`src/rtl/pjm_pkg.sv`:
```
// Purpose: constants for the port H/J pin function select block
// Assumes: AXI4-Lite register access, 32-bit data, one word per register
// Notes:   offsets are byte addresses
package pjm_pkg;
  localparam int          PJM_ADDR_W          = 8;
  localparam logic [7:0]  PJM_OFF_HPORT_MODE  = 8'h00;
  localparam logic [7:0]  PJM_OFF_J_DIR       = 8'h04;
  localparam logic [7:0]  PJM_OFF_J_FUNC_HIGH = 8'h08;
  localparam logic [7:0]  PJM_OFF_J_FUNC_LOW  = 8'h0C;
  localparam logic [7:0]  PJM_OFF_OP_STATUS   = 8'h10;
  localparam logic [5:0]  PJM_HMODE_RESET     = 6'h00;
  localparam logic [15:0] PJM_JDIR_RESET      = 16'h0000;
  localparam logic [15:0] PJM_JFUNC_RESET     = 16'h0000;
  // mode bits sit at even positions, odd positions read zero
  localparam logic [15:0] PJM_JFUNC_MASK      = 16'h5555;
  localparam logic [1:0]  PJM_RESP_OKAY       = 2'h0;
  localparam logic [1:0]  PJM_RESP_SLVERR     = 2'h2;
  // operating mode encoding on the mode input
  typedef enum logic [1:0] {
    PJM_OP_EXP_ROM_OFF = 2'h0,
    PJM_OP_EXP_ROM_ON  = 2'h1,
    PJM_OP_SINGLE_CHIP = 2'h2
  } pjm_op_t;
endpackage : pjm_pkg

```
`src/rtl/pjm_top.sv`:
```
// Purpose: pin function select and direction for low port H and port J
// Assumes: AXI4-Lite slave, 32-bit data, REF_CLK at 10 MHz
// Notes:   register reset only on power-on or hardware standby
`timescale 1ns/1ps
module pjm_top
  import pjm_pkg::*;
(
  // clock and reset
  input  wire logic        REF_CLK,
  input  wire logic        RST_B,
  // reset sources and device mode
  input  wire logic        HW_STANDBY,
  input  wire logic [1:0]  OP_MODE,
  // axi4-lite write address
  input  wire logic [7:0]  AWADDR,
  input  wire logic        AWVALID,
  output logic             AWREADY,
  // axi4-lite write data
  input  wire logic [31:0] WDATA,
  input  wire logic [3:0]  WSTRB,
  input  wire logic        WVALID,
  output logic             WREADY,
  // axi4-lite write response
  output logic [1:0]       BRESP,
  output logic             BVALID,
  input  wire logic        BREADY,
  // axi4-lite read address
  input  wire logic [7:0]  ARADDR,
  input  wire logic        ARVALID,
  output logic             ARREADY,
  // axi4-lite read data
  output logic [31:0]      RDATA,
  output logic [1:0]       RRESP,
  output logic             RVALID,
  input  wire logic        RREADY,
  // port H low pins
  input  wire logic [5:0]  H_GPIO_DIR,
  input  wire logic [5:0]  H_GPIO_OUT,
  input  wire logic [5:0]  EXT_DATA_OE,
  input  wire logic [5:0]  EXT_DATA_OUT,
  output logic [5:0]       H_IS_BUS,
  output logic [5:0]       H_PIN_OUT,
  output logic [5:0]       H_PIN_OE,
  // port J pins
  input  wire logic [15:0] J_GPIO_OUT,
  input  wire logic [15:0] J_TIMER_OUT,
  output logic [15:0]      J_TIMER_SEL,
  output logic [15:0]      J_PIN_OUT,
  output logic [15:0]      J_PIN_OE
);
  // registers
  logic [5:0]  hport_mode;
  logic [15:0] port_j_direction;
  logic [15:0] port_j_function_high;
  logic [15:0] port_j_function_low;
  logic        aw_held;
  logic        w_held;
  logic [7:0]  aw_addr;
  logic [31:0] w_data;
  logic [3:0]  w_strb;
  logic        bvalid_q;
  logic [1:0]  bresp_q;
  logic        rvalid_q;
  logic [1:0]  rresp_q;
  logic [31:0] rdata_q;

  // clear on power-on reset or hardware standby
  wire         clear_now   = ~HW_STANDBY;
  wire         aw_take     = AWVALID & ~aw_held & ~bvalid_q;
  wire         w_take      = WVALID & ~w_held & ~bvalid_q;
  wire         wr_go       = aw_held & w_held & ~bvalid_q;
  wire         lo_we       = w_strb[0];
  wire         hi_we       = w_strb[1];
  wire         wr_hmode    = wr_go & (aw_addr == PJM_OFF_HPORT_MODE);
  wire         wr_jdir     = wr_go & (aw_addr == PJM_OFF_J_DIR);
  wire         wr_jfh      = wr_go & (aw_addr == PJM_OFF_J_FUNC_HIGH);
  wire         wr_jfl      = wr_go & (aw_addr == PJM_OFF_J_FUNC_LOW);
  wire         wr_stat     = wr_go & (aw_addr == PJM_OFF_OP_STATUS);
  wire         wr_hit      = wr_hmode | wr_jdir | wr_jfh | wr_jfl | wr_stat;
  wire         ar_take     = ARVALID & ~rvalid_q;
  wire [15:0]  wr_word     = w_data[15:0];
  wire [15:0]  next_jdir   = {hi_we ? wr_word[15:8] : port_j_direction[15:8],
                              lo_we ? wr_word[7:0] : port_j_direction[7:0]};
  wire [15:0]  next_jfh    = {hi_we ? wr_word[15:8] : port_j_function_high[15:8],
                              lo_we ? wr_word[7:0] : port_j_function_high[7:0]}
                             & PJM_JFUNC_MASK;
  wire [15:0]  next_jfl    = {hi_we ? wr_word[15:8] : port_j_function_low[15:8],
                              lo_we ? wr_word[7:0] : port_j_function_low[7:0]}
                             & PJM_JFUNC_MASK;
  wire [5:0]   next_hmode  = lo_we ? wr_word[5:0] : hport_mode;

  // read decode
  wire         rd_hmode    = ARADDR == PJM_OFF_HPORT_MODE;
  wire         rd_jdir     = ARADDR == PJM_OFF_J_DIR;
  wire         rd_jfh      = ARADDR == PJM_OFF_J_FUNC_HIGH;
  wire         rd_jfl      = ARADDR == PJM_OFF_J_FUNC_LOW;
  wire         rd_stat     = ARADDR == PJM_OFF_OP_STATUS;
  wire         rd_hit      = rd_hmode | rd_jdir | rd_jfh | rd_jfl | rd_stat;
  wire [31:0]  next_rdata  = rd_hmode ? {26'h0000000, hport_mode} :
                             rd_jdir  ? {16'h0000, port_j_direction} :
                             rd_jfh   ? {16'h0000, port_j_function_high} :
                             rd_jfl   ? {16'h0000, port_j_function_low} :
                             rd_stat  ? {24'h000000, 2'h0, H_IS_BUS} :
                                        32'h00000000;

  // mode bit registers, power-on or hardware standby clears
  always_ff @(posedge REF_CLK or negedge RST_B)
  begin
    if (!RST_B)
    begin
      hport_mode           <= PJM_HMODE_RESET;
      port_j_direction     <= PJM_JDIR_RESET;
      port_j_function_high <= PJM_JFUNC_RESET;
      port_j_function_low  <= PJM_JFUNC_RESET;
    end
    else if (!clear_now)
    begin
      hport_mode           <= PJM_HMODE_RESET;
      port_j_direction     <= PJM_JDIR_RESET;
      port_j_function_high <= PJM_JFUNC_RESET;
      port_j_function_low  <= PJM_JFUNC_RESET;
    end
    else
    begin
      if (wr_hmode)
        hport_mode <= next_hmode;
      if (wr_jdir)
        port_j_direction <= next_jdir;
      if (wr_jfh)
        port_j_function_high <= next_jfh;
      if (wr_jfl)
        port_j_function_low <= next_jfl;
    end
  end

  // write address and data capture, either order
  always_ff @(posedge REF_CLK or negedge RST_B)
  begin
    if (!RST_B)
    begin
      aw_held <= 1'b0;
      w_held  <= 1'b0;
      aw_addr <= 8'h00;
      w_data  <= 32'h00000000;
      w_strb  <= 4'h0;
    end
    else
    begin
      if (aw_take)
      begin
        aw_held <= 1'b1;
        aw_addr <= AWADDR;
      end
      else if (wr_go)
        aw_held <= 1'b0;
      if (w_take)
      begin
        w_held <= 1'b1;
        w_data <= WDATA;
        w_strb <= WSTRB;
      end
      else if (wr_go)
        w_held <= 1'b0;
    end
  end

  // write response
  always_ff @(posedge REF_CLK or negedge RST_B)
  begin
    if (!RST_B)
    begin
      bvalid_q <= 1'b0;
      bresp_q  <= PJM_RESP_OKAY;
    end
    else if (wr_go)
    begin
      bvalid_q <= 1'b1;
      bresp_q  <= wr_hit ? PJM_RESP_OKAY : PJM_RESP_SLVERR;
    end
    else if (BREADY)
      bvalid_q <= 1'b0;
  end

  // read response
  always_ff @(posedge REF_CLK or negedge RST_B)
  begin
    if (!RST_B)
    begin
      rvalid_q <= 1'b0;
      rresp_q  <= PJM_RESP_OKAY;
      rdata_q  <= 32'h00000000;
    end
    else if (ar_take)
    begin
      rvalid_q <= 1'b1;
      rresp_q  <= rd_hit ? PJM_RESP_OKAY : PJM_RESP_SLVERR;
      rdata_q  <= next_rdata;
    end
    else if (RREADY)
      rvalid_q <= 1'b0;
  end

  // bus handshake outputs
  assign AWREADY = ~aw_held & ~bvalid_q;
  assign WREADY  = ~w_held & ~bvalid_q;
  assign BVALID  = bvalid_q;
  assign BRESP   = bresp_q;
  assign ARREADY = ~rvalid_q;
  assign RVALID  = rvalid_q;
  assign RRESP   = rresp_q;
  assign RDATA   = rdata_q;

  // port-J selects gathered from even bits
  genvar i;
  generate
    for (i = 0; i < 8; i++)
    begin : g_jsel
      assign J_TIMER_SEL[i + 8] = port_j_function_high[2 * i];
      assign J_TIMER_SEL[i]     = port_j_function_low[2 * i];
    end
  endgenerate

  // per-pin port-H muxes
  generate
    for (i = 0; i < 6; i++)
    begin : g_hpin
      pjm_hpin u_hpin
      (
        .op_mode  (OP_MODE),
        .mode_bit (hport_mode[i]),
        .gpio_dir (H_GPIO_DIR[i]),
        .gpio_out (H_GPIO_OUT[i]),
        .bus_oe   (EXT_DATA_OE[i]),
        .bus_out  (EXT_DATA_OUT[i]),
        .is_bus   (H_IS_BUS[i]),
        .pin_out  (H_PIN_OUT[i]),
        .pin_oe   (H_PIN_OE[i])
      );
    end
  endgenerate

  // per-pin port-J muxes
  generate
    for (i = 0; i < 16; i++)
    begin : g_jpin
      pjm_jpin u_jpin
      (
        .mode_bit  (J_TIMER_SEL[i]),
        .dir_bit   (port_j_direction[i]),
        .gpio_out  (J_GPIO_OUT[i]),
        .timer_out (J_TIMER_OUT[i]),
        .pin_out   (J_PIN_OUT[i]),
        .pin_oe    (J_PIN_OE[i])
      );
    end
  endgenerate
endmodule : pjm_top

```
`src/rtl/pjm_hpin.sv`:
```
// Purpose: one low port-H pin, general I/O or external data line
// Assumes: bus controller supplies data-line direction
// Notes:   purely combinational
`timescale 1ns/1ps
module pjm_hpin
  import pjm_pkg::*;
(
  // selection
  input  wire logic [1:0] op_mode,
  input  wire logic       mode_bit,
  input  wire logic       gpio_dir,
  input  wire logic       gpio_out,
  input  wire logic       bus_oe,
  input  wire logic       bus_out,
  // pin side
  output logic            is_bus,
  output logic            pin_out,
  output logic            pin_oe
);
  // function choice by operating mode
  assign is_bus  = (op_mode == PJM_OP_EXP_ROM_OFF) |
                   ((op_mode == PJM_OP_EXP_ROM_ON) & mode_bit);
  // bus owns direction when routed to the data bus
  assign pin_oe  = is_bus ? bus_oe : gpio_dir;
  assign pin_out = is_bus ? bus_out : gpio_out;
endmodule : pjm_hpin

```
`src/rtl/pjm_jpin.sv`:
```
// Purpose: one port-J pin, general I/O or timer-unit function
// Assumes: direction bit holds for both functions
// Notes:   any pin with its mode bit and direction bit set drives from the timer
`timescale 1ns/1ps
module pjm_jpin
(
  // selection
  input  wire logic mode_bit,
  input  wire logic dir_bit,
  input  wire logic gpio_out,
  input  wire logic timer_out,
  // pin side
  output logic      pin_out,
  output logic      pin_oe
);
  // direction bit acts in both allowed functions
  assign pin_oe  = dir_bit;
  assign pin_out = mode_bit ? timer_out : gpio_out;
endmodule : pjm_jpin

```
`config.mk`:
```
export PLATFORM = sky130hd
export DESIGN_NAME = pjm_top
export DESIGN_NICKNAME = d
export VERILOG_FILES = /design/src/rtl/pjm_pkg.sv /design/src/rtl/pjm_top.sv /design/src/rtl/pjm_hpin.sv /design/src/rtl/pjm_jpin.sv
export SDC_FILE = /design/constraint.sdc
export NUM_CORES = 1
export LEC_CHECK = 0
export BUFFER_PORTS_ARGS = -buffer_cell sky130_fd_sc_hd__buf_4
export CAP_MARGIN = 25
export CELL_PAD_IN_SITES_DETAIL_PLACEMENT = 1
export CELL_PAD_IN_SITES_GLOBAL_PLACEMENT = 2
export CORE_ASPECT_RATIO = 1.75
export CORE_MARGIN = 1.5
export CORE_UTILIZATION = 23
export DETAILED_ROUTE_END_ITERATION = 6
export PLACE_DENSITY = 0.7
export SYNTH_ARGS = -nofsm -noshare
export SYNTH_HDL_FRONTEND = slang
export SYNTH_HIERARCHICAL = 1
export SYNTH_SLANG_ARGS = --single-unit
```
`constraint.sdc`:
```
create_clock -name REF_CLK -period 4.3 [get_ports REF_CLK]
set_clock_uncertainty 0.15 [all_clocks]
set_input_delay 0.215 -clock REF_CLK [delete_from_list [all_inputs] [get_ports REF_CLK]]
set_output_delay 0.215 -clock REF_CLK [all_outputs]
set_load 0.05 [all_outputs]
```
=== After elaboration in Yosys (flattened, before gate mapping) ===
Index checks and enable logic that the tools add are counted.

* Muxes and demuxes: 57
* Reductions and logical operators: 20
* Equal/unequal tests: 9
* Bitwise operators: 38

{| class="wikitable"
|+ Operator list
! operator !! number
|-
| $mux 16 || 10
|-
| $mux 1 || 35
|-
| $eq 8x4->1 const B || 4
|-
| $mux 7 || 4
|-
| $mux 6 || 4
|-
| $and 1x1->1 || 20
|-
| $reduce_bool 2->1 || 10
|-
| $eq 8x3->1 const B || 2
|-
| $eq 8x5->1 const B || 2
|-
| $logic_not 8->1 || 2
|-
| $mux 8 || 2
|-
| $or 1x1->1 || 14
|-
| $reduce_and 2->1 || 7
|-
| $mux 2 || 2
|-
| $not 1->1 || 4
|-
| $eq 2x1->1 const B || 1
|-
| $logic_not 2->1 || 1
|}

* Logic and storage cells: 143
* Output and inout bits: 107
* Input bits: 118
* Register bits: 120

=== Logic depth before layout (Yosys ltp) ===
* Word-level depth: 8
* Mapped depth: 6
* Depth with buffers taken out: 6

=== Modules after synthesis ===
Netlist, hierarchy kept.

{| class="wikitable"
|+ By module, submodules not included
! module !! times used !! area each (um^2) !! sequential area each (um^2) !! cells each
|-
| pjm_top || 1 || 3922.5 || 2152.1 || 347
|-
| pjm_jpin || 16 || 22.5 || 0.0 || 2
|-
| pjm_hpin || 6 || 35.0 || 0.0 || 4
|}

=== Worst setup path before layout ===
Ideal clock, no wire load.

* Path type: register to register
* Start point: register bvalid_q, in the netlist BVALID
* End point: register w_data[10]
* Buffers on the path: 2
* Period minus slack after synthesis: 2.594 ns
* Path slack: 1.706 ns
* Setup time: 0.125 ns
* Cell stages (with the launch flop): 6
* Data required time: 4.025 ns
* Arrival time: 2.319 ns
* Path through: dfrtp_1 nor2_1 and2_1 buf_2 buf_2 mux2_2

* Longest elaborated chain between the ends: 2

{| class="wikitable"
|+ Ends and longest elaborated chain
! item !! line !! text
|-
| start, declared || pjm_top.sv:61 || <nowiki>logic bvalid_q;</nowiki>
|-
| start signal, assigned || pjm_top.sv:172 || <nowiki>bvalid_q <= 1'b0;</nowiki>
|-
| start signal, assigned || pjm_top.sv:177 || <nowiki>bvalid_q <= 1'b1;</nowiki>
|-
| start signal, assigned || pjm_top.sv:181 || <nowiki>bvalid_q <= 1'b0;</nowiki>
|-
| $not 1->1 || pjm_top.sv:70 || <nowiki>wire w_take = WVALID & ~w_held & ~bvalid_q;</nowiki>
|-
| $and 1x1->1 || pjm_top.sv:70 ||
|-
| end signal, assigned || pjm_top.sv:144 || <nowiki>w_data <= 32'h00000000;</nowiki>
|-
| end signal, assigned || pjm_top.sv:159 || <nowiki>w_data <= WDATA;</nowiki>
|-
| end, declared || pjm_top.sv:59 || <nowiki>logic [31:0] w_data;</nowiki>
|}

Every way passes these cells.
A chain may end at the register's enable or synchronous reset.

=== Worst setup path in the final report ===
* Start point: register rvalid_q, in the netlist RVALID
* End point: register rdata_q[6], in the netlist RDATA[6]

* Longest elaborated chain between the ends: 2

{| class="wikitable"
|+ Ends and longest elaborated chain
! item !! line !! text
|-
| start, declared || pjm_top.sv:63 || <nowiki>logic rvalid_q;</nowiki>
|-
| start signal, assigned || pjm_top.sv:189 || <nowiki>rvalid_q <= 1'b0;</nowiki>
|-
| start signal, assigned || pjm_top.sv:195 || <nowiki>rvalid_q <= 1'b1;</nowiki>
|-
| start signal, assigned || pjm_top.sv:200 || <nowiki>rvalid_q <= 1'b0;</nowiki>
|-
| $not 1->1 || pjm_top.sv:80 || <nowiki>wire ar_take = ARVALID & ~rvalid_q;</nowiki>
|-
| $and 1x1->1 || pjm_top.sv:80 ||
|-
| end signal, assigned || pjm_top.sv:197 || <nowiki>rdata_q <= next_rdata;</nowiki>
|-
| end, declared || pjm_top.sv:65 || <nowiki>logic [31:0] rdata_q;</nowiki>
|}

Every way passes these cells.

==> summary.md <==
| Metric | Value |
|---|---|
| Pwr Density | 397.8 nW/um^2 |
| Worst-path maximum fanout | 21 |
| Seq cells post-synth | 86 |
| Max Cap Viol | 0 |
| Final hold vios | 0 |
| ANT nets after route | 0 |
| WHS | 0.09832 ns |
| Die Y | 187.9 um |
| Dpl hpwl | 10,860 um |
| Number of global-route vias before repair | 4,064 |
| Seq/Total Area, Yosys | 47.90% |
| Switching pwr | 0.0008971 W |
| Clock sink count | 86 |
| Combinational cell fraction of total power | 28.8% |
| Slew Limit Fails | 0 |
| Worst EP arrival | 2.31 ns |
| Layout cells sized above 1 | 45.30% |
| Max_slew headroom | 47.02% |
| Area growth from synthesis to layout | 45.98% |
| # fillers | 2,173 |
| Sequential share of power | 42.6% |
| Clock Latency Late Sink | 0.34 ns |
| Core area | 19,110 sq um |
| Mapped cell area | 4493 sq um |
| Peak VDD IR | 0.1583 mV |
| Initial antenna violation count | 0 |
| Synth Flop Type | dfrtp_1 |
| Placed Area | 5968 sq um |
| Total leakage power | 3.399 nW |
| Overflow after GRT | 0 |
| Status | complete, no violations |
| Wire length on met3 | 610 um |
| Max layer used | met4 |
| FF-to-FF setup slack | 2.08 ns |
| Fmax | 0.4503 GHz |
| Asr flop ratio synth | 100.0% |
| Worst-path clk slew | 0.06 ns |
| Initial Utilization | 23.51% |
| Mapped Avg Cell Area | 11.15 sq um |
| Clock share of power | 28.6% |
| H-tree Lvls | 3 |
| Worst Setup SP | RVALID$_DFFE_PN0P_ |
| Placer Congestion | 0.6956 |
| Root Driver | clkbuf_16 |
| Post-synth EDFFs | 0 |
| Crit Reg-Reg Startpoint | RVALID$_DFFE_PN0P_ |
| Critical path endpoint category | flip-flop |
| Minimum clock period after layout | 2.221 ns |
| Tightest Pin Transition | 0.7947 ns |
| Crit path required time | 4.39 ns |
| Iter 0 DRT Violations | 119 |
| Syn. warnings | 6 |
| Total CTS buffers | 9 |
| Met1 Wirelength | 5300 um |
| Post-CTS Setup Bufs | 0 |
| Synth cell types | 34 |
| RSZ-0062 raised after global routing | false |
| Critical R2R Capture | RDATA[6]$_DFFE_PN0P_ |
| Largest net degree at the start of global routing | 59 |
| Boundary Pins | 225 |
| Final setup fails | 0 |
| Highest-delay cell along the critical path | or4_4 |
| Post-synthesis cell count | 403 |
| DR pass1 iterations | 4 |
| Nets | 720 |
| Residual DRC | 0 |
| Total length of routed wires | 14,030 um |
| Reg2Reg Depth | 4 |
| HP Class | in2reg |
| Max clock buf depth | 2 |
| Sw frac | 34.39% |
| Critical Path Max Stage Delay | 0.75 ns |
| Buf+Inv Stages, Crit Path | 1 |
| Setup CP Type | reg2reg |
| Post-CTS sizing | 0 |
| CP startpoint kind | flip-flop |
| Cell Int Power | 0.001712 W |
| Crit-path cells | inv_1 > nand2_1 > or4_4 > o31ai_1 |
| Row count | 67 |
| GRT Overall Usage | 13.98% |
| Die span in x | 108.7 um |
| WP depth | 4 |
| Port buffer count | 188 |
| Metal2 WL | 7951 um |
| Routed len/inst | 16.54 um |
| Post-route cell area | 6559 sq um |
| Area contributors post-synth | dfrtp_1 (48%), mux2_2 (9.8%), mux2i_1 (9.4%) |
| TNS Setup | 0 ns |
| TritonCTS clock tree | built |
| Post-placement worst setup slack | 2.060 ns |
| First-pass GRT wire length | 21,860 um |
| Crit path to | RDATA[6]$_DFFE_PN0P_ |
| Cell taking the most area after synthesis | dfrtp_1 |
| Final setup margin | 2.079 ns |
| # diodes | 0 |
| Vias per Instance | 4.360 |
| Final period utilization | 51.64% |
| Yosys top cell area share | 47.90% |
| Cell family with most CP delay | simple AND/OR/NAND/NOR gates |
| Die ar. | 20,420 sq um |
| Vias after detailed routing | 3,697 |
==> routing by layer <==
layer  GRT usage (%)  vias up
met4           4.200        0
met3           2.016       10
met5               0        -
met1           15.31     1819
li1                -     1748
met2           26.83      120
==> final cells by class <==
type	instances	area (sq um)	area share [%]
flip-flops and latches	86	2152	32.81
multi-input cells	277	2058	31.38
repair buffers	220	1732	26.40
well taps	241	301.5	4.597
clock buffers	10	239.0	3.644
clock inverters	6	46.29	0.7058
inverters	8	30.03	0.4578
==> how the worst min path moves through the flow <==
| stage | startpoint | endpoint | cells after the start |
|---|---|---|---|
| after floorplan | RST_B | BRESP[1]$_DFFE_PN0P_ | 0 |
| after global placement | RST_B | port_j_direction[15]$_DFFE_PN0P_ | 1 |
| after detailed placement | RST_B | port_j_direction[15]$_DFFE_PN0P_ | 1 |
| after CTS | ARADDR[4] | RRESP[1]$_DFFE_PN0P_ | 3 |
| after global routing | ARADDR[4] | RRESP[1]$_DFFE_PN0P_ | 3 |
| final | ARADDR[4] | RRESP[1]$_DFFE_PN0P_ | 3 |
==> synthesized netlist by cell type, drive strengths merged, types with 2 or more instances <==
cell type and number:
and2 3, or3 2, nor2 51, o41ai 2, a211oi 2, nand4 7
nor2b 4, mux2i 42, nand3 2, nand2b 3, nor3b 6, mux2 55
a21o 7, o31ai 8, o21ai 18, nor3 2, a21oi 14, clkbuf 11
inv 8, buf 38, dfrtp 86, nand2 26
==> placed cells by master, fill, tap and decap left out, types with 2 or more instances in the layout <==
master and n:
buf_4 190, nor2b_1 4, o31ai_1 8, nand4_1 4
nand4_2 3, a21oi_2 6, nand2_1 25, dfrtp_1 86
a211oi_1 2, clkinv_4 2, dlygate4sd3_1 29, mux2i_1 42
nand2b_1 3, nand3_1 2, mux2_4 16, conb_1 18
inv_1 8, o21ai_0 18, clkinvlp_4 2, o41ai_1 2
clkbuf_16 9, a21o_1 7, or3_1 2, a21oi_1 8
mux2_2 39, nor2_1 51, nor3b_1 6, and2_1 3
==> flip-flops by register name (all words and copies together) (netlist names) <==
register              count
w_held                    1
port_j_direction         16
w_data                   16
port_j_function_high      8
aw_addr                   8
aw_held                   1
hport_mode                6
BRESP                     1
RVALID                    1
RRESP                     1
port_j_function_low       8
w_strb                    2
BVALID                    1
RDATA                    16
==> through the flow <==
stage / instances / util [%] / power, W
after floorplan: 420 / - / 0.001605
after global placement: 802 / 31.23 / 0.001831
after detailed placement: 802 / 31.23 / 0.001864
after CTS: 847 / 34.24 / 0.002643
after global routing: 848 / 34.32 / 0.002747
final: 848 / 34.32 / 0.002609
==> what timing repair did <==
item | in CTS | in global routing
hold buffers | 29 | 0
hold endpoints to repair | 85 | 0
setup endpoints to repair | 0 | 0
==> logic make-up after synthesis <==
kind of cell / share of synthesized area, %
flip-flops: 47.90
buffers and inverters: 7.714
AND/OR/NAND/NOR: 12.39
other: 0.08346
multiplexers: 24.48
AO/OA/AOI/OAI: 7.435
==> power groups by stage <==
stage          sequential [W]  combinational, W  clock (W)
2_1_floorplan         0.00112          0.000485          0
3_3_place_gp          0.00112          0.000713          0
3_5_place_dp          0.00113          0.000732          0
4_1_cts               0.00112          0.000755   0.000773
5_1_grt               0.00114          0.000806   0.000805
6_report              0.00111          0.000750   0.000747
==> worst min-delay path: cells and delay by family <==
family	cells	cell delay [ns]
compound gates	2	0.17
buf+inv	1	0.16
No activity file was read; power rests on OpenSTA's default activity.
